===== config.mk =====
export PLATFORM = sky130hd
export DESIGN_NAME = xcpc_top
export DESIGN_NICKNAME = d
export VERILOG_FILES = /design/src/common/xcpc_pkg.sv /design/src/logic/xcpc_top.sv /design/src/logic/xcpc_divider.sv
export SDC_FILE = /design/constraint.sdc
export NUM_CORES = 1
export LEC_CHECK = 0
export BUFFER_PORTS_ARGS = -buffer_cell sky130_fd_sc_hd__clkbuf_2
export CAP_MARGIN = 20
export CORE_MARGIN = 8
export CORE_UTILIZATION = 45
export CTS_CLUSTER_DIAMETER = 100
export DETAILED_ROUTE_END_ITERATION = 8
export PLACE_DENSITY = 0.69
export SYNTH_ARGS = -nofsm -noshare
export SYNTH_HDL_FRONTEND = slang
export SYNTH_SLANG_ARGS = --single-unit

===== constraint.sdc =====
create_clock -name clk_i -period 5 [get_ports clk_i]
set_input_delay 0.75 -clock clk_i [delete_from_list [all_inputs] [get_ports clk_i]]
set_output_delay 0.75 -clock clk_i [all_outputs]
set_load 0.01 [all_outputs]

===== src/common/xcpc_pkg.sv =====
package xcpc_pkg;
    // register port
    localparam int ADDR_W = 3;
    localparam int DATA_W = 8;
    localparam logic [ADDR_W-1:0] ADR_CTRL1 = 3'h0;
    localparam logic [ADDR_W-1:0] ADR_CTRL2 = 3'h1;
    localparam logic [ADDR_W-1:0] ADR_CTRL3 = 3'h2;
    localparam logic [ADDR_W-1:0] ADR_CTRL4 = 3'h3;
    localparam logic [ADDR_W-1:0] ADR_MON = 3'h4;
    localparam logic [ADDR_W-1:0] ADR_CTRL6 = 3'h5;
    localparam logic [ADDR_W-1:0] ADR_STATUS = 3'h6;

    // control register 1: operating mode request and band select
    localparam int OPM_LSB = 0;
    localparam int OPM_W = 2;
    localparam int BAND_SEL_BIT = 4;
    localparam logic [OPM_W-1:0] OPM_IDLE = 2'h0;
    localparam logic [OPM_W-1:0] OPM_SLEEP = 2'h1;
    localparam logic [OPM_W-1:0] OPM_ACTIVE = 2'h2;
    localparam logic [OPM_W-1:0] OPM_OFF = 2'h3;
    // control register 3: lower fraction bits, clock and supply enables
    localparam int FRH_W = 5;
    localparam int CLKON_BIT = 5;
    localparam int SOUTEN_BIT = 6;
    // control register 6: baud range in the low bits
    localparam int BR_W = 2;
    // monitor register bits
    localparam int MON_DRG = 0;
    localparam int MON_SOG = 1;
    localparam int MON_BATT = 2;
    localparam int MON_OSC = 3;
    localparam int MON_CLEAN = 4;
    // status register: bit 0 power-on input, bits 1..5 push buttons
    localparam int ST_PWR = 0;
    localparam int ST_BTN_LSB = 1;
    localparam int BTN_N = 5;

    localparam logic [DATA_W-1:0] CTRL1_RST = 8'h00;
    localparam logic [DATA_W-1:0] CTRL2_RST = 8'h00;
    localparam logic [DATA_W-1:0] CTRL3_RST = 8'h60;
    localparam logic [DATA_W-1:0] CTRL4_RST = 8'h01;
    localparam logic [DATA_W-1:0] CTRL6_RST = 8'h00;

    // synthesizer fraction word
    localparam int FRAC_W = 13;
    localparam int FRAC_A_SHIFT = 5;
    localparam logic [FRAC_W-1:0] FRAC_CLEAN_MIN = 13'h0edb;
    localparam logic [FRAC_W-1:0] FRAC_CLEAN_MAX = 13'h0fd5;

    // clock dividers
    localparam int MCU_DIV = 3;
    localparam int CORE_DIV = 16;
    localparam int MCU_CNT_W = 2;
    localparam int CORE_CNT_W = 4;
    localparam int LIMIT_W = 8;
    localparam int BR_SHIFT_MAX = 3;
    localparam int BIT_W = LIMIT_W + BR_SHIFT_MAX;

    // oscillator start-up: least wait is ten time constants
    localparam int CLK_PERIOD_NS = 25;
    localparam int XTO_TAU_NS = 100;
    localparam int START_TAU_MIN = 10;
    localparam int OSC_START_CYC =
        (START_TAU_MIN * XTO_TAU_NS + CLK_PERIOD_NS - 1) / CLK_PERIOD_NS;
    localparam int OSC_CNT_W = 12;

    typedef enum logic [1:0] {MODE_OFF, MODE_IDLE, MODE_SLEEP, MODE_ACTIVE} xcpc_mode_t;
    typedef enum logic [1:0] {BAND_24P5, BAND_32P5, BAND_64P5} xcpc_band_t;

    typedef struct packed {
        logic [ADDR_W-1:0] addr;
        logic [DATA_W-1:0] wdata;
        logic we;
        logic re;
    } xcpc_reg_req_t;

    // comparator outputs of the analog voltage monitors
    typedef struct packed {
        logic digital_rail_above;
        logic supply_above_reset_thr;
        logic supply_above_batt_thr;
        logic aux_above_thr;
    } xcpc_mon_t;
endpackage


===== src/logic/xcpc_top.sv =====
`timescale 1ns/10ps
// Summary of operation
// oscillator_ok rises after start-up wait once amplitude detector sees enough swing
// oscillator_ok releases reset; clock output needs clock enable bit and good supplies
// load capacitor switches open in IDLE and Sleep to save current
// fraction word is sum of two parts taken from control registers 2 and 3
// radio frequency uses band integer plus half and fraction word plus 20.5
// single-channel software keeps fraction word within 3803 to 4053
// microcontroller clock is oscillator clock divided by three
// microcontroller clock nominal half duty; first period after enable may be short; the logic drives it high two of every three cycles
// core clock is oscillator clock divided by sixteen
// core clock times polling bit check and transmit baud rate
// bit timing period is core period times limit factor times 8,4,2,1
// power-on input high switches the transceiver on
// any of five push buttons low switches the transceiver on
// reset output low while supply output below reset threshold
// flags for digital rail good, supply good and battery low
// clearing supply enable turns supply off; only power-up turns it back on
// OFF mode with all rails disabled while aux input below threshold
// register accesses ignored in OFF mode
// leaving OFF by input or button enters IDLE, interrupts and sets status
// switch-on logic reset returns control registers to defaults
// low supply holds clock output low and disables register access
// dividers held while oscillator_ok low
module xcpc_top #(
    parameter int OSC_START_CYC = xcpc_pkg::OSC_START_CYC
) (
    input wire logic clk_i,
    input wire logic rst_i,
    input wire xcpc_pkg::xcpc_reg_req_t reg_req_i,
    output logic [xcpc_pkg::DATA_W-1:0] reg_rdata_o,
    input wire logic power_on_i,
    input wire logic [xcpc_pkg::BTN_N-1:0] push_button_n_i,
    input wire logic amp_detect_i,
    input wire logic band_pin_i,
    input wire xcpc_pkg::xcpc_mon_t mon_i,
    output logic oscillator_ok_o,
    output logic reset_out_n_o,
    output logic mcu_clk_o,
    output logic core_clk_o,
    output logic core_tick_o,
    output logic bit_tick_o,
    output logic interrupt_o,
    output logic logic_reset_o,
    output logic [xcpc_pkg::FRAC_W-1:0] synth_fraction_word_o,
    output xcpc_pkg::xcpc_band_t rf_band_o,
    output logic load_cap_switch_one_o,
    output logic load_cap_switch_two_o,
    output logic analog_rail_en_o,
    output logic digital_rail_en_o,
    output logic supply_output_en_o
);
    xcpc_pkg::xcpc_mode_t mode_q;
    xcpc_pkg::xcpc_mode_t mode_d;
    logic [xcpc_pkg::DATA_W-1:0] ctrl1_q, ctrl2_q, ctrl3_q, ctrl4_q, ctrl6_q;
    logic [xcpc_pkg::DATA_W-1:0] ctrl3_wr;
    logic [xcpc_pkg::BTN_N:0] status_q;
    logic [xcpc_pkg::BTN_N:0] status_d;
    logic [xcpc_pkg::OSC_CNT_W-1:0] osc_cnt_q;
    logic drg_q, sog_q, batt_q, clk_on_q;
    logic wake_req, reg_ok, wr, rd, lr_d, leave_off;
    logic mcu_phase, core_phase, core_tick_w, core_tick_q, bit_tick_w;
    logic [xcpc_pkg::LIMIT_W-1:0] limit_eff;
    logic [1:0] br_shift;
    logic [xcpc_pkg::BIT_W-1:0] bit_period, bit_last;
    logic [xcpc_pkg::FRAC_W-1:0] frac_a, frac_b;

    ////////////////////////////////////////////////////////////////////////////////
    // power modes

    assign wake_req = power_on_i || !(&push_button_n_i); // see R12
    assign leave_off = (mode_q == xcpc_pkg::MODE_OFF) && (mode_d != xcpc_pkg::MODE_OFF);
    assign reg_ok = (mode_q != xcpc_pkg::MODE_OFF) && sog_q; // see R18
    assign wr = reg_req_i.we && reg_ok;
    assign rd = reg_req_i.re && reg_ok;

    always_comb begin
        mode_d = mode_q;
        unique case (mode_q)
            xcpc_pkg::MODE_OFF: begin
                if (wake_req || mon_i.aux_above_thr) begin // see R17
                    mode_d = xcpc_pkg::MODE_IDLE;
                end
            end
            xcpc_pkg::MODE_IDLE, xcpc_pkg::MODE_SLEEP, xcpc_pkg::MODE_ACTIVE: begin
                if (wr && reg_req_i.addr == xcpc_pkg::ADR_CTRL1) begin
                    unique case (reg_req_i.wdata[xcpc_pkg::OPM_LSB +: xcpc_pkg::OPM_W])
                        xcpc_pkg::OPM_IDLE: mode_d = xcpc_pkg::MODE_IDLE;
                        xcpc_pkg::OPM_SLEEP: mode_d = xcpc_pkg::MODE_SLEEP;
                        xcpc_pkg::OPM_ACTIVE: mode_d = xcpc_pkg::MODE_ACTIVE;
                        xcpc_pkg::OPM_OFF: begin
                            if (!wake_req && !mon_i.aux_above_thr) begin
                                mode_d = xcpc_pkg::MODE_OFF;
                            end
                        end
                    endcase
                end
            end
        endcase
    end

    // supply loss with the output enabled also restarts the control logic
    assign lr_d = leave_off
        || (sog_q && !mon_i.supply_above_reset_thr && ctrl3_q[xcpc_pkg::SOUTEN_BIT]);

    always_ff @(posedge clk_i or posedge rst_i) begin
        if (rst_i) begin
            mode_q <= xcpc_pkg::MODE_OFF;
            logic_reset_o <= 1'b0;
        end else begin
            mode_q <= mode_d;
            logic_reset_o <= lr_d;
        end
    end

    always_ff @(posedge clk_i or posedge rst_i) begin
        if (rst_i) begin
            analog_rail_en_o <= 1'b0;
            digital_rail_en_o <= 1'b0;
            supply_output_en_o <= 1'b0;
            load_cap_switch_one_o <= 1'b0;
            load_cap_switch_two_o <= 1'b0;
        end else begin
            analog_rail_en_o <= (mode_q == xcpc_pkg::MODE_IDLE)
                || (mode_q == xcpc_pkg::MODE_ACTIVE);
            digital_rail_en_o <= (mode_q != xcpc_pkg::MODE_OFF);
            supply_output_en_o <= (mode_q != xcpc_pkg::MODE_OFF)
                && ctrl3_q[xcpc_pkg::SOUTEN_BIT];
            load_cap_switch_one_o <= (mode_q == xcpc_pkg::MODE_ACTIVE);
            load_cap_switch_two_o <= (mode_q == xcpc_pkg::MODE_ACTIVE);
        end
    end

    ////////////////////////////////////////////////////////////////////////////////
    // control registers

    // software may clear the supply enable but never set it again
    always_comb begin
        ctrl3_wr = reg_req_i.wdata;
        ctrl3_wr[xcpc_pkg::SOUTEN_BIT] = reg_req_i.wdata[xcpc_pkg::SOUTEN_BIT]
            && ctrl3_q[xcpc_pkg::SOUTEN_BIT];
    end

    always_ff @(posedge clk_i or posedge rst_i) begin
        if (rst_i) begin
            ctrl1_q <= xcpc_pkg::CTRL1_RST;
            ctrl2_q <= xcpc_pkg::CTRL2_RST;
            ctrl3_q <= xcpc_pkg::CTRL3_RST;
            ctrl4_q <= xcpc_pkg::CTRL4_RST;
            ctrl6_q <= xcpc_pkg::CTRL6_RST;
        end else if (logic_reset_o) begin
            ctrl1_q <= xcpc_pkg::CTRL1_RST;
            ctrl2_q <= xcpc_pkg::CTRL2_RST;
            ctrl3_q <= xcpc_pkg::CTRL3_RST;
            ctrl4_q <= xcpc_pkg::CTRL4_RST;
            ctrl6_q <= xcpc_pkg::CTRL6_RST;
        end else if (wr) begin
            unique case (reg_req_i.addr)
                xcpc_pkg::ADR_CTRL1: ctrl1_q <= reg_req_i.wdata;
                xcpc_pkg::ADR_CTRL2: ctrl2_q <= reg_req_i.wdata;
                xcpc_pkg::ADR_CTRL3: ctrl3_q <= ctrl3_wr;
                xcpc_pkg::ADR_CTRL4: ctrl4_q <= reg_req_i.wdata;
                xcpc_pkg::ADR_CTRL6: ctrl6_q <= reg_req_i.wdata;
                default: ;
            endcase
        end
    end

    // wake sources are latched as the block leaves OFF; a read clears, a set wins
    always_comb begin
        status_d = status_q;
        if (rd && reg_req_i.addr == xcpc_pkg::ADR_STATUS) begin
            status_d = '0;
        end
        if (leave_off) begin
            status_d[xcpc_pkg::ST_PWR] = status_d[xcpc_pkg::ST_PWR] || power_on_i;
            status_d[xcpc_pkg::ST_BTN_LSB +: xcpc_pkg::BTN_N] =
                status_d[xcpc_pkg::ST_BTN_LSB +: xcpc_pkg::BTN_N] | ~push_button_n_i;
        end
    end

    always_ff @(posedge clk_i or posedge rst_i) begin
        if (rst_i) begin
            status_q <= '0;
            interrupt_o <= 1'b0;
        end else begin
            status_q <= status_d;
            interrupt_o <= |status_d;
        end
    end

    always_ff @(posedge clk_i or posedge rst_i) begin
        if (rst_i) begin
            reg_rdata_o <= '0;
        end else if (rd) begin
            unique case (reg_req_i.addr)
                xcpc_pkg::ADR_CTRL1: reg_rdata_o <= ctrl1_q;
                xcpc_pkg::ADR_CTRL2: reg_rdata_o <= ctrl2_q;
                xcpc_pkg::ADR_CTRL3: reg_rdata_o <= ctrl3_q;
                xcpc_pkg::ADR_CTRL4: reg_rdata_o <= ctrl4_q;
                xcpc_pkg::ADR_CTRL6: reg_rdata_o <= ctrl6_q;
                xcpc_pkg::ADR_STATUS: reg_rdata_o <= {2'b00, status_q};
                xcpc_pkg::ADR_MON: reg_rdata_o <= {3'h0,
                    (synth_fraction_word_o >= xcpc_pkg::FRAC_CLEAN_MIN)
                        && (synth_fraction_word_o <= xcpc_pkg::FRAC_CLEAN_MAX),
                    oscillator_ok_o, batt_q, sog_q, drg_q};
                default: reg_rdata_o <= '0;
            endcase
        end else begin
            reg_rdata_o <= '0;
        end
    end

    ////////////////////////////////////////////////////////////////////////////////
    // supply monitors, oscillator start-up and reset output

    always_ff @(posedge clk_i or posedge rst_i) begin
        if (rst_i) begin
            drg_q <= 1'b0;
            sog_q <= 1'b0;
            batt_q <= 1'b0;
        end else begin
            drg_q <= mon_i.digital_rail_above;
            sog_q <= mon_i.supply_above_reset_thr;
            if (!mon_i.supply_above_batt_thr) begin
                batt_q <= 1'b1;
            end else if ((rd && reg_req_i.addr == xcpc_pkg::ADR_MON) || !reset_out_n_o) begin
                batt_q <= 1'b0;
            end
        end
    end

    always_ff @(posedge clk_i or posedge rst_i) begin
        if (rst_i) begin
            osc_cnt_q <= '0;
            oscillator_ok_o <= 1'b0;
        end else if (mode_q == xcpc_pkg::MODE_OFF) begin
            osc_cnt_q <= '0;
            oscillator_ok_o <= 1'b0;
        end else begin
            if (osc_cnt_q < xcpc_pkg::OSC_CNT_W'(OSC_START_CYC)) begin
                osc_cnt_q <= xcpc_pkg::OSC_CNT_W'(osc_cnt_q + 1'b1);
            end
            oscillator_ok_o <= (osc_cnt_q == xcpc_pkg::OSC_CNT_W'(OSC_START_CYC))
                && amp_detect_i;
        end
    end

    // hysteresis: pulled low below the reset threshold, released above the battery one
    always_ff @(posedge clk_i or posedge rst_i) begin
        if (rst_i) begin
            reset_out_n_o <= 1'b0;
        end else if (!sog_q || !oscillator_ok_o) begin
            reset_out_n_o <= 1'b0;
        end else if (mon_i.supply_above_batt_thr) begin
            reset_out_n_o <= 1'b1;
        end
    end

    ////////////////////////////////////////////////////////////////////////////////
    // clock dividers

    xcpc_divider #(.CNT_W(xcpc_pkg::MCU_CNT_W)) u_mcu_div (
        .clk_i(clk_i),
        .rst_i(rst_i),
        .hold_i(!oscillator_ok_o),
        .step_i(1'b1),
        .last_i(xcpc_pkg::MCU_CNT_W'(xcpc_pkg::MCU_DIV - 1)),
        .tick_o(),
        .phase_o(mcu_phase)
    );

    xcpc_divider #(.CNT_W(xcpc_pkg::CORE_CNT_W)) u_core_div (
        .clk_i(clk_i),
        .rst_i(rst_i),
        .hold_i(!oscillator_ok_o),
        .step_i(1'b1),
        .last_i(xcpc_pkg::CORE_CNT_W'(xcpc_pkg::CORE_DIV - 1)),
        .tick_o(core_tick_w),
        .phase_o(core_phase)
    );

    // a zero limit factor is taken as one
    assign limit_eff = (ctrl4_q == '0) ? xcpc_pkg::LIMIT_W'(1) : ctrl4_q;
    assign br_shift = 2'(xcpc_pkg::BR_SHIFT_MAX) - ctrl6_q[xcpc_pkg::BR_W-1:0];
    assign bit_period = {3'h0, limit_eff} << br_shift;
    assign bit_last = xcpc_pkg::BIT_W'(bit_period - 1'b1);

    xcpc_divider #(.CNT_W(xcpc_pkg::BIT_W)) u_bit_div (
        .clk_i(clk_i),
        .rst_i(rst_i),
        .hold_i(!oscillator_ok_o),
        .step_i(core_tick_w),
        .last_i(bit_last),
        .tick_o(bit_tick_w),
        .phase_o()
    );

    // phase gating keeps the two-of-three-high shape; enabling mid-period may cut it short
    always_ff @(posedge clk_i or posedge rst_i) begin
        if (rst_i) begin
            clk_on_q <= 1'b0;
            mcu_clk_o <= 1'b0;
            core_clk_o <= 1'b0;
            core_tick_q <= 1'b0;
            core_tick_o <= 1'b0;
            bit_tick_o <= 1'b0;
        end else begin
            clk_on_q <= ctrl3_q[xcpc_pkg::CLKON_BIT] && oscillator_ok_o
                && sog_q && drg_q;
            mcu_clk_o <= clk_on_q && mcu_phase;
            core_clk_o <= core_phase;
            // one more stage so the core tick lines up with the bit tick
            core_tick_q <= core_tick_w;
            core_tick_o <= core_tick_q;
            bit_tick_o <= bit_tick_w;
        end
    end

    ////////////////////////////////////////////////////////////////////////////////
    // synthesizer fraction word and band

    assign frac_a = {ctrl2_q, 5'h00};
    assign frac_b = {8'h00, ctrl3_q[xcpc_pkg::FRH_W-1:0]};

    always_ff @(posedge clk_i or posedge rst_i) begin
        if (rst_i) begin
            synth_fraction_word_o <= '0;
            rf_band_o <= xcpc_pkg::BAND_24P5;
        end else begin
            synth_fraction_word_o <= xcpc_pkg::FRAC_W'(frac_a + frac_b);
            if (!band_pin_i) begin
                rf_band_o <= xcpc_pkg::BAND_64P5;
            end else if (ctrl1_q[xcpc_pkg::BAND_SEL_BIT]) begin
                rf_band_o <= xcpc_pkg::BAND_24P5;
            end else begin
                rf_band_o <= xcpc_pkg::BAND_32P5;
            end
        end
    end

    logic [xcpc_pkg::BIT_W-1:0] gap_q;
    logic gap_ok_q;
    always_ff @(posedge clk_i or posedge rst_i) begin
        if (rst_i) begin
            gap_q <= '0;
            gap_ok_q <= 1'b0;
        end else if (!oscillator_ok_o || (wr && (reg_req_i.addr == xcpc_pkg::ADR_CTRL4
                || reg_req_i.addr == xcpc_pkg::ADR_CTRL6)) || logic_reset_o) begin
            gap_q <= '0;
            gap_ok_q <= 1'b0;
        end else if (core_tick_o) begin
            gap_q <= bit_tick_o ? '0 : xcpc_pkg::BIT_W'(gap_q + 1'b1);
            gap_ok_q <= gap_ok_q || bit_tick_o;
        end
    end
endmodule


===== src/logic/xcpc_divider.sv =====
`timescale 1ns/10ps
module xcpc_divider #(
    parameter int CNT_W = 4
) (
    input wire logic clk_i,
    input wire logic rst_i,
    input wire logic hold_i,
    input wire logic step_i,
    input wire logic [CNT_W-1:0] last_i,
    output logic tick_o,
    output logic phase_o
);
    logic [CNT_W-1:0] cnt_q;
    logic [CNT_W-1:0] cnt_d;
    logic [CNT_W:0] half;

    always_comb begin
        half = ({1'b0, last_i} + (CNT_W+1)'(2)) >> 1;
        cnt_d = cnt_q;
        if (step_i) begin
            cnt_d = (cnt_q >= last_i) ? '0 : CNT_W'(cnt_q + 1'b1);
        end
    end

    // hold restarts the count so the derived clock starts at a known phase
    always_ff @(posedge clk_i or posedge rst_i) begin
        if (rst_i) begin
            cnt_q <= '0;
            tick_o <= 1'b0;
            phase_o <= 1'b0;
        end else if (hold_i) begin
            cnt_q <= '0;
            tick_o <= 1'b0;
            phase_o <= 1'b0;
        end else begin
            cnt_q <= cnt_d;
            tick_o <= step_i && (cnt_q >= last_i);
            phase_o <= ({1'b0, cnt_d} < half);
        end
    end
endmodule


==> results of run 1 <==
## synth_stat cells, types with 7 or more instances
cell	number	area share, %
mux4_2	8	3.1
buf_2	7	0.60
nand2_1	41	2.6
nor2_1	68	4.4
dfrtp_1	118	50
a21oi_1	38	3.2
o21ai_0	20	1.7
a21o_1	7	0.90
a31oi_1	10	1.1
mux2i_1	41	7.0
and2_1	12	1.3
inv_1	10	0.64
clkbuf_1	12	0.77
nand2b_1	12	1.3
nand3_1	14	1.2
ha_1	16	3.4
and3_1	12	1.3
## sequential cells by signal, indices dropped and copies added (netlist names), 2 cells and up
register and flops:
rf_band_o 2, u_bit_div.cnt_q 11, ctrl1_q 8, u_mcu_div.cnt_q 2, ctrl4_q 8, ctrl2_q 8, osc_cnt_q 12, ctrl6_q 8
mode_q 2, status_q 6, u_core_div.cnt_q 4, reg_rdata_o 8, synth_fraction_word_o 13, ctrl3_q 8
## critical path: stages, from the launching register on
cell	delay (ps)
dfrtp_1	460
or4_4	580
nor4_1	310
o311ai_0	200
ha_1	320
and3_1	190
nand2_1	130
or4_1	130
o2111ai_1	110
ha_1	230
or4_1	550
or4_1	410
o31ai_1	80
o21bai_4	280
a41oi_1	200
a31oi_1	180
## layout make-up
class	count	share of cell area, %
sequential	121	43.8
multi-input combinational	389	38.5
clock buffer	23	7.20
timing repair buffer	64	4.70
tap	172	3.11
clock inverter	8	2.03
inverter	11	0.633
## per-layer routing
metal | global-route usage [%] | wire, um | vias to the layer above
met4 | 6.08 | 166 | 0
met1 | 22.8 | 6450 | 2185
met5 | 0 | 0 | -
li1 | - | - | 2079
met2 | 27.3 | 6730 | 154
met3 | 4.73 | 694 | 11
## power by group through the flow
stage                     Combinational, mW  Sequential [mW]  Clock [mW]
after floorplan                       0.237             1.12           0
after global placement                0.305             1.14           0
after detailed placement              0.317             1.14           0
after CTS                             0.319             1.13        1.33
after global routing                  0.355             1.14        1.37
final                                 0.313             1.13        1.31
## final timing paths
kind,to,cells after the start
max,u_bit_div.cnt_q[9],15
min,core_tick_o,0
max reg2reg,u_bit_div.cnt_q[9],15
min reg2reg,core_tick_o,0
max in group asynchronous,ctrl6_q[4],3
min in group asynchronous,digital_rail_en_o,2
## logic make-up (layout without fill, tap and decap cells)
kind of cell             after synthesis  in the layout  synth area share (%)
AND/OR/NAND/NOR                      198            198                  17.1
flip-flops                           121            121                  51.7
AO/OA/AOI/OAI                        111            111                  12.1
multiplexers                          55             55                  11.5
buffers and inverters                 38            106                  2.90
adder cells (fa/ha/maj)               16             16                  3.41
XOR/XNOR                               9              9                  1.34
==> reports/results.tsv, run 1 <==
stage	metric	value	unit
status	status	complete, no violations	
min_path	worst hold start	core_tick_q	
global_route	first-pass GRT wire length	22.8	mm
floorplanning	Die Wd	130	um
cts	CTS Sinks	121	
synthesis	synthesized area	0.00586	sq mm
placement	IO buf count	62	
placement	pre-CTS setup slack	598	ps
timing	normalized max-slew margin	27.5	%
floorplanning	Cell Rows	41	
global_route	vias in the first global route	4418	
cts	Clock Path Buffers	2	
synthesis	asr flop ratio synth	100	%
power_and_ir_drop	Max VDD drop	0.291	mV
synthesis	register area share after synthesis	51.7	%
worst_setup_path	Critical Path Source	ctrl4_q[5]	
power_and_ir_drop	total power draw	2.75	mW
timing	WHS	345	ps
routing	WL/cell	17.8	um
finish	Layout area overhead	17.9	%
timing	Final Slew Violations	0	
routing	TritonRoute pass-1 iters	6	
finish	FF+latch area	0.00303	sq mm
timing	final-report hold violation count	0	
finish	most common cell after layout, fill and taps aside	dfrtp_1	
floorplanning	Initial Utilization	46.3	%
min_path	Hold Crit Class	reg -> reg	
finish	Non-Filler Instances	788	
power_and_ir_drop	leakage	3.23	nW
cts	TritonCTS clock tree	yes	
finish	layout net count	647	
routing	antenna-violating nets left	0	
placement	post-DP HPWL	9.60	mm
synthesis	syn nets	591	
floorplanning	die area	0.0169	sq mm
timing	Slew @ Worst Pin	1090	ps
synthesis	Yosys Warn Count	0	
worst_setup_path	Worst setup SP type	flip-flop	
routing	Vias/cell	5.62	
floorplanning	Die Height	130	um
power_and_ir_drop	Int Pwr	2.08	mW
power_and_ir_drop	Comb power frac	11.4	%
synthesis	Post-synth EDFFs	0	
finish	share of cells above drive strength 1	19.5	%
synthesis	Yosys reg bits	121	
worst_setup_path	crit end category	flip-flop	
floorplanning	Core ar.	0.0127	sq mm
cts	CTS Buf Count	17	
timing	min Tclk post-route	4460	ps
finish	Ant. Diodes	0	
routing	Iter 0 DRT Violations	334	
cts	clk root buf	clkbuf_16	
worst_setup_path	Critical Path RT	5330	ps
worst_setup_path	Reg2Reg Setup Slack	540	ps
finish	design area	0.00692	sq mm
power_and_ir_drop	Sw Pwr	0.666	mW
cts	clock-pin slew on the worst setup and hold paths	50	ps
worst_setup_path	Crit Reg-Reg Startpoint	ctrl4_q[5]	
global_route	initial antenna violation count	0	
cts	hold buffer count at CTS	0	
finish	fill cell count	1095	
global_route	GRT Residual Overflow	0	
timing	RSZ-0062 raised after global routing	false	
finish	most frequent cells in the layout	dfrtp_1 (118), nor2_1 (68), clkbuf_2 (62)	
worst_setup_path	crit path DAT	4790	ps
finish	Core Util, Final	54.6	%
placement	cell count after placement	757	
cts	postcts setup bufs	0	
timing	Final Cycle Share	89.2	%
synthesis	post-synth cell types	67	
floorplanning	I/O pins	63	
cts	Resized cells post-CTS	0	
routing	WL final	14.0	mm
finish	area of the multi-input gates	0.00266	sq mm
global_route	pin count of the biggest net entering global routing	78	
synthesis	Mapped Cells	548	
synthesis	syn avg cell area	10.7	sq um
cts	H-Tree Level Count	4	
worst_setup_path	Worst Setup Path Type	reg -> reg	
power_and_ir_drop	Sequential Power Share	41.0	%
global_route	Total GRT Usage	17.4	%
run	max-cap violations	0	
cts	worst-skew pair later-pin latency	410	ps
routing	number of remaining DRC errors	0	
power_and_ir_drop	PwrDens	397	mW/mm^2
timing	Final Setup Violations	0	
timing	TNS Setup	0	ps
placement	Placement Cell Area	0.00628	sq mm
power_and_ir_drop	Switching Fraction	24.3	%
worst_setup_path	worst-path maximum fanout	19	
power_and_ir_drop	Clock power frac	47.6	%
routing	vias	4429	
timing	Fmax	224	MHz
placement	Placer Congestion	0.851	
timing	setup ws final	540	ps
synthesis	Synth Flop Type	dfrtp_1	
timing	clock skew	8.39	ps
Note: power is estimated with default switching activity, not from simulation.
==> run 2, diff against run 1 <==
--- a/config.mk
+++ b/config.mk
@@ -7,11 +7,13 @@
 export LEC_CHECK = 0
 export BUFFER_PORTS_ARGS = -buffer_cell sky130_fd_sc_hd__clkbuf_2
 export CAP_MARGIN = 20
+export CELL_PAD_IN_SITES_DETAIL_PLACEMENT = 0
+export CELL_PAD_IN_SITES_GLOBAL_PLACEMENT = 1
 export CORE_MARGIN = 8
 export CORE_UTILIZATION = 45
 export CTS_CLUSTER_DIAMETER = 100
 export DETAILED_ROUTE_END_ITERATION = 8
-export PLACE_DENSITY = 0.69
+export PLACE_DENSITY = 0.82
 export SYNTH_ARGS = -nofsm -noshare
 export SYNTH_HDL_FRONTEND = slang
 export SYNTH_SLANG_ARGS = --single-unit
==> run 2 against run 1 <==
  * Global-route usage rose by 0.28 points
  * Final cell count rose by 0.25%
  * Sequential power barely moved
  * Clock skew fell by 0.59 ps
  * Worst setup slack improved by 75 ps
  * Clock-buffer cell count did not move
  * Non-clock buffer count rose by 1
  * Critical path depth did not move
  * Worst hold slack improved by 0.67 ps
  * Flip-flop and latch count did not move
  * Largest power group unchanged
  * Highest routed layer unchanged
==> reports/results.tsv, run 2 (synthesized netlist as in run 1, its figures left out) <==
stage	metric	value	unit	change
timing	TNS Setup	0	ps	unchanged
worst_setup_path	FF-to-FF End	u_bit_div.cnt_q[5]		
min_path	Hold Crit Endpoint	bit_tick_o		
timing	clock skew	7.80	ps	-0.588 ps
placement	Placement Cell Area	0.00628	sq mm	unchanged
power_and_ir_drop	Max VDD drop	0.283	mV	-2.8%
routing	vias	4384		-1.0%
worst_setup_path	Worst Path Buf+Inv	0		unchanged
floorplanning	Initial Utilization	46.3	%	unchanged
worst_setup_path	Crit Reg-Reg Startpoint	ctrl4_q[6]		
cts	clock-pin slew on the worst setup and hold paths	50	ps	about the same
placement	pre-CTS setup slack	660	ps	+62.4 ps
cts	worst-skew pair later-pin latency	410	ps	about the same
finish	max reg flops	13		unchanged
routing	WL final	14.0	mm	about the same
timing	Fmax	228	MHz	+1.7%
min_path	worst hold start	u_bit_div.tick_o		
worst_setup_path	Worst setup SP type	flip-flop		
worst_setup_path	max incr delay on CP	570	ps	about the same
finish	Most flops, register	synth_fraction_word_o		
timing	final-report hold violation count	0		unchanged
timing	Final Slew Violations	0		unchanged
global_route	first-pass GRT wire length	23.3	mm	+2.1%
cts	CTS Buf Count	17		unchanged
cts	H-Tree Level Count	4		unchanged
finish	layout net count	648		+0.15%
worst_setup_path	CP most frequent cell	or4_1		
finish	most frequent cells in the layout	dfrtp_1 (118), nor2_1 (68), clkbuf_2 (62)		
floorplanning	Die Height	130	um	unchanged
power_and_ir_drop	leakage	3.21	nW	-0.69%
floorplanning	Core ar.	0.0127	sq mm	unchanged
global_route	vias in the first global route	4444		+0.59%
routing	number of remaining DRC errors	0		unchanged
min_path	Hold Crit Class	reg -> reg		
global_route	initial antenna violation count	0		unchanged
timing	normalized max-slew margin	29.1	%	+1.6 points
routing	Vias/cell	5.55		-1.3%
run	max-cap violations	0		unchanged
cts	Resized cells post-CTS	0		unchanged
routing	TritonRoute pass-1 iters	4		-2
finish	Layout area overhead	17.6	%	
cts	CTS Sinks	121		unchanged
timing	min Tclk post-route	4380	ps	-74.9 ps
power_and_ir_drop	PwrDens	392	mW/mm^2	-1.4%
floorplanning	I/O pins	63		unchanged
worst_setup_path	crit path DAT	4710	ps	-80 ps
floorplanning	Cell Rows	41		unchanged
cts	TritonCTS clock tree	yes		
worst_setup_path	Critical Path RT	5330	ps	about the same
global_route	Total GRT Usage	17.7	%	+0.28 points
worst_setup_path	delay-heaviest family, CP	simple AND/OR/NAND/NOR gates		
min_path	Hold Crit Depth	0		unchanged
cts	clk root buf	clkbuf_16		
global_route	pin count of the biggest net entering global routing	70		-10%
worst_setup_path	R2R cell count	15		unchanged
timing	WHS	346	ps	+0.672 ps
worst_setup_path	worst-path maximum fanout	19		unchanged
finish	Top Registers	synth_fraction_word_o x13, osc_cnt_q x12, u_bit_div.cnt_q x11		
timing	RSZ-0062 raised after global routing	false		
routing	Iter 0 DRT Violations	285		-15%
placement	post-DP HPWL	9.77	mm	+1.8%
worst_setup_path	crit end category	flip-flop		
finish	Core Util, Final	54.4	%	-0.18 points
routing	antenna-violating nets left	0		unchanged
placement	IO buf count	62		unchanged
floorplanning	Die Wd	130	um	unchanged
finish	most common cell after layout, fill and taps aside	dfrtp_1		
timing	Final Setup Violations	0		unchanged
cts	postcts setup bufs	0		unchanged
finish	share of cells above drive strength 1	19.1	%	-0.39 points
placement	Placer Congestion	0.874		+2.7%
cts	hold buffer count at CTS	0		unchanged
routing	WL/cell	17.8	um	-0.22%
status	status	complete, no violations		
worst_setup_path	crit-path cells	or4_4, nor4_1, o311ai_0, ha_1, and3_1, nand2_1, or4_1, o2111ai_1, ha_1, or4_1, or4_1, o31ai_1, o21bai_4, o21ai_0, a31oi_1		
global_route	GRT Residual Overflow	0		unchanged
timing	Slew @ Worst Pin	1060	ps	-24.3 ps
worst_setup_path	Worst Setup Path Type	reg -> reg		
timing	setup ws final	615	ps	+74.9 ps
finish	Ant. Diodes	0		unchanged
timing	Final Cycle Share	87.7	%	-1.5 points
worst_setup_path	Reg2Reg Setup Slack	620	ps	+70 ps
worst_setup_path	CP max stage cell	or4_4		
floorplanning	die area	0.0169	sq mm	unchanged
finish	design area	0.00689	sq mm	-0.33%
cts	Clock Path Buffers	2		unchanged
[run 2: changes by cell type in the layout (fill, tap and decap cells not counted)]
cell / previous run / this run
clkbuf_1: 1 / 5
clkbuf_8: 5 / 1
clkinvlp_4: 0 / 2
buf_4: 2 / 3
clkinv_2: 4 / 3
[run 2: power breakdown]
| group | total (mW) | switching [mW] | internal, mW |
|---|---|---|---|
| combinational | 0.314 | 0.178 | 0.136 |
| clock | 1.26 | 0.417 | 0.844 |
| sequential | 1.12 | 0.0723 | 1.05 |
| total | 2.70 | 0.668 | 2.03 |
[run 2: worst max-delay path by stage]
stage	start	to	depth (start not counted)
6_report	ctrl4_q[6]	u_bit_div.cnt_q[5]	15
4_1_cts	ctrl4_q[5]	u_bit_div.cnt_q[9]	15
3_3_place_gp	ctrl4_q[5]	u_bit_div.cnt_q[5]	15
3_5_place_dp	ctrl4_q[5]	u_bit_div.cnt_q[5]	15
2_1_floorplan	rst_i	analog_rail_en_o	1
5_1_grt	ctrl4_q[5]	u_bit_div.cnt_q[5]	15
[run 2: final cells by class]
cell class,instances,area (sq um)
fillers,1098,5780
flip-flops and latches,121,3030
multi-input cells,389,2660
clock buffers,23,458
repair buffers,65,333
well taps,172,215
clock inverters,9,150
inverters,11,43.8
[run 2: per-layer routing]
layer | track usage (%) | part of all wire (%) | up-vias
li1 | - | - | 2077
met3 | 4.65 | 4.2 | 14
met2 | 27.4 | 47 | 101
met4 | 6.63 | 1.6 | 0
met1 | 23.4 | 47 | 2192
met5 | 0 | 0 | -
[run 2: through the flow]
stage / power, mW / instances
floorplan: 1.36 / 548
global placement: 1.44 / 757
detailed placement: 1.46 / 757
CTS: 2.72 / 789
global route: 2.81 / 790
finish: 2.70 / 790
==> run 3, diff against run 2 <==
--- a/config.mk
+++ b/config.mk
@@ -9,11 +9,11 @@
 export CAP_MARGIN = 20
 export CELL_PAD_IN_SITES_DETAIL_PLACEMENT = 0
 export CELL_PAD_IN_SITES_GLOBAL_PLACEMENT = 1
-export CORE_MARGIN = 8
 export CORE_UTILIZATION = 45
 export CTS_CLUSTER_DIAMETER = 100
 export DETAILED_ROUTE_END_ITERATION = 8
 export PLACE_DENSITY = 0.82
+export RECOVER_POWER = 25
 export SYNTH_ARGS = -nofsm -noshare
 export SYNTH_HDL_FRONTEND = slang
 export SYNTH_SLANG_ARGS = --single-unit
==> run 3 against run 2 <==
  * The run now ends with max-capacitance violations, max-slew violations left
  * Non-clock buffer count shrank 1
  * Highest routed layer unchanged
  * Largest power group unchanged
  * Worst hold slack gained 0.51 ps
  * Combinational power is essentially flat
  * Clock skew increased by 6.1 ps
  * Sequential share of layout area down 0.51 points
  * Critical endpoint unchanged
  * Design area is 1.2% higher
  * Critical path depth stayed put
  * Global-route usage rose by 4.7 points
  * Via count grew 1.1%
  * First-iteration DRC count shrank 12%
==> reports/results.tsv, run 3 (synthesized netlist as in run 1, its figures left out) <==
stage	metric	value	unit	change
routing	number of remaining DRC errors	0		unchanged
floorplanning	I/O pins	63		unchanged
placement	post-DP HPWL	9.25	mm	-5.3%
timing	Final Slew Violations	78		+78
finish	most frequent cells in the layout	dfrtp_1 (118), nor2_1 (69), clkbuf_2 (61)		
global_route	pin count of the biggest net entering global routing	78		+11%
worst_setup_path	Critical Path RT	5320	ps	about the same
min_path	Hold Crit Class	reg -> reg		
cts	clk root buf	clkbuf_16		
timing	min Tclk post-route	4360	ps	-29.4 ps
floorplanning	Core ar.	0.0127	sq mm	unchanged
placement	Placer Congestion	0.869		-0.57%
worst_setup_path	CP most frequent cell	or4_1		
worst_setup_path	crit path DAT	4680	ps	-30 ps
floorplanning	Cell Rows	41		unchanged
finish	Ant. Diodes	0		unchanged
power_and_ir_drop	Switching Fraction	23.7	%	-1.0 points
power_and_ir_drop	Sequential Power Share	39.0	%	-2.7 points
cts	CTS Sinks	121		unchanged
timing	setup ws final	645	ps	+29.4 ps
worst_setup_path	crit end category	flip-flop		
timing	RSZ-0062 raised after global routing	false		
finish	Most flops, register	synth_fraction_word_o		
routing	WL final	13.7	mm	-2.8%
cts	TritonCTS clock tree	yes		
power_and_ir_drop	Int Pwr	2.20	mW	+8.2%
finish	Core Util, Final	55.0	%	+0.63 points
cts	H-Tree Level Count	4		unchanged
routing	Vias/cell	5.62		+1.2%
worst_setup_path	worst-path maximum fanout	19		unchanged
floorplanning	die area	0.0135	sq mm	-20%
worst_setup_path	Worst Setup Path Type	reg -> reg		
finish	max reg flops	13		unchanged
timing	clock skew	13.9	ps	+6.06 ps
worst_setup_path	delay-heaviest family, CP	simple AND/OR/NAND/NOR gates		
timing	Final Cycle Share	87.1	%	-0.59 points
worst_setup_path	crit-path cells	or4_4, nor4_1, o311ai_0, ha_1, and3_1, nand2_1, or4_1, o2111ai_1, ha_1, or4_1, or4_1, o31ai_1, o21bai_4, o21ai_0, a31oi_1		
power_and_ir_drop	leakage	3.24	nW	+0.93%
floorplanning	Die Wd	116	um	-11%
status	status	finished, violations left		
timing	TNS Setup	0	ps	unchanged
floorplanning	Initial Utilization	46.3	%	unchanged
worst_setup_path	Worst Path Buf+Inv	0		unchanged
power_and_ir_drop	Comb power frac	10.9	%	-0.7 points
status	failing checks	max-capacitance violations, max-slew violations		
finish	layout net count	647		-0.15%
global_route	initial antenna violation count	0		unchanged
finish	share of cells above drive strength 1	19.3	%	+0.19 points
routing	antenna-violating nets left	0		unchanged
run	max-cap violations	1		+1
worst_setup_path	max incr delay on CP	580	ps	about the same
global_route	Total GRT Usage	22.4	%	+4.7 points
worst_setup_path	CP max stage cell	or4_4		
timing	normalized max-slew margin	-119	%	-150 points
timing	Fmax	230	MHz	+0.67%
power_and_ir_drop	Clock power frac	50.1	%	+3.4 points
finish	most common cell after layout, fill and taps aside	dfrtp_1		
finish	Top Registers	synth_fraction_word_o x13, osc_cnt_q x12, u_bit_div.cnt_q x11		
cts	CTS Buf Count	17		unchanged
power_and_ir_drop	Max VDD drop	0.262	mV	-7.4%
power_and_ir_drop	Sw Pwr	0.683	mW	+2.2%
timing	final-report hold violation count	0		unchanged
global_route	first-pass GRT wire length	22.6	mm	-2.9%
worst_setup_path	Worst setup SP type	flip-flop		
cts	hold buffer count at CTS	0		unchanged
cts	clock-pin slew on the worst setup and hold paths	50	ps	about the same
routing	vias	4433		+1.1%
power_and_ir_drop	total power draw	2.88	mW	+6.7%
global_route	GRT Residual Overflow	0		unchanged
placement	IO buf count	62		unchanged
power_and_ir_drop	PwrDens	413	mW/mm^2	+5.5%
timing	Slew @ Worst Pin	3270	ps	+2210 ps
routing	Iter 0 DRT Violations	250		-12%
routing	TritonRoute pass-1 iters	7		+3
cts	Resized cells post-CTS	0		unchanged
floorplanning	Die Height	116	um	-11%
cts	Clock Path Buffers	2		unchanged
cts	worst-skew pair later-pin latency	420	ps	about the same
timing	Final Setup Violations	0		unchanged
finish	Layout area overhead	18.9	%	
placement	pre-CTS setup slack	719	ps	+58.4 ps
global_route	vias in the first global route	4304		-3.2%
cts	postcts setup bufs	0		unchanged
routing	WL/cell	17.3	um	-2.7%
==> run 3: stage by stage <==
stage / hold WS [ps] / cell area, sq um / cells
after floorplan: 331 / 5860 / 548
after global routing: 349 / 6970 / 789
after CTS: 348 / 6980 / 789
after global placement: 333 / 6280 / 757
final: 346 / 6970 / 789
after detailed placement: 336 / 6280 / 757
==> run 3: path summary, 6_finish.rpt <==
check	start	endpoint	slack, ps	depth (start not counted)
max	ctrl4_q[5]	u_bit_div.cnt_q[5]	640	15
min reg2reg	u_core_div.phase_o	core_clk_o	350	0
max in group asynchronous	rst_i	ctrl3_q[1]	2030	3
min in group asynchronous	rst_i	digital_rail_en_o	1280	2
max reg2reg	ctrl4_q[5]	u_bit_div.cnt_q[5]	640	15
min	u_core_div.phase_o	core_clk_o	350	0
==> run 3: power groups by stage <==
stage | logic (mW) | registers [mW] | clock network [mW]
2_1_floorplan | 0.237 | 1.12 | 0
3_3_place_gp | 0.306 | 1.14 | 0
3_5_place_dp | 0.315 | 1.14 | 0
4_1_cts | 0.317 | 1.12 | 1.46
5_1_grt | 0.357 | 1.13 | 1.50
6_report | 0.314 | 1.12 | 1.44
==> run 3: area by class of cell <==
class                   count  area (sq um)
fillers                  1111          5700
inverters                  11          42.5
clock buffers              20           457
repair buffers             64           324
well taps                 172           215
flip-flops and latches    121          3030
clock inverters            12           244
multi-input cells         389          2660
==> run 3: routing by layer <==
layer / track usage [%] / up-vias / wire [um]
met1: 29.8 / 2217 / 6120
met4: 8.63 / 0 / 221
met5: 0 / - / 0
met3: 4.88 / 21 / 631
met2: 36.0 / 111 / 6680
li1: - / 2084 / -
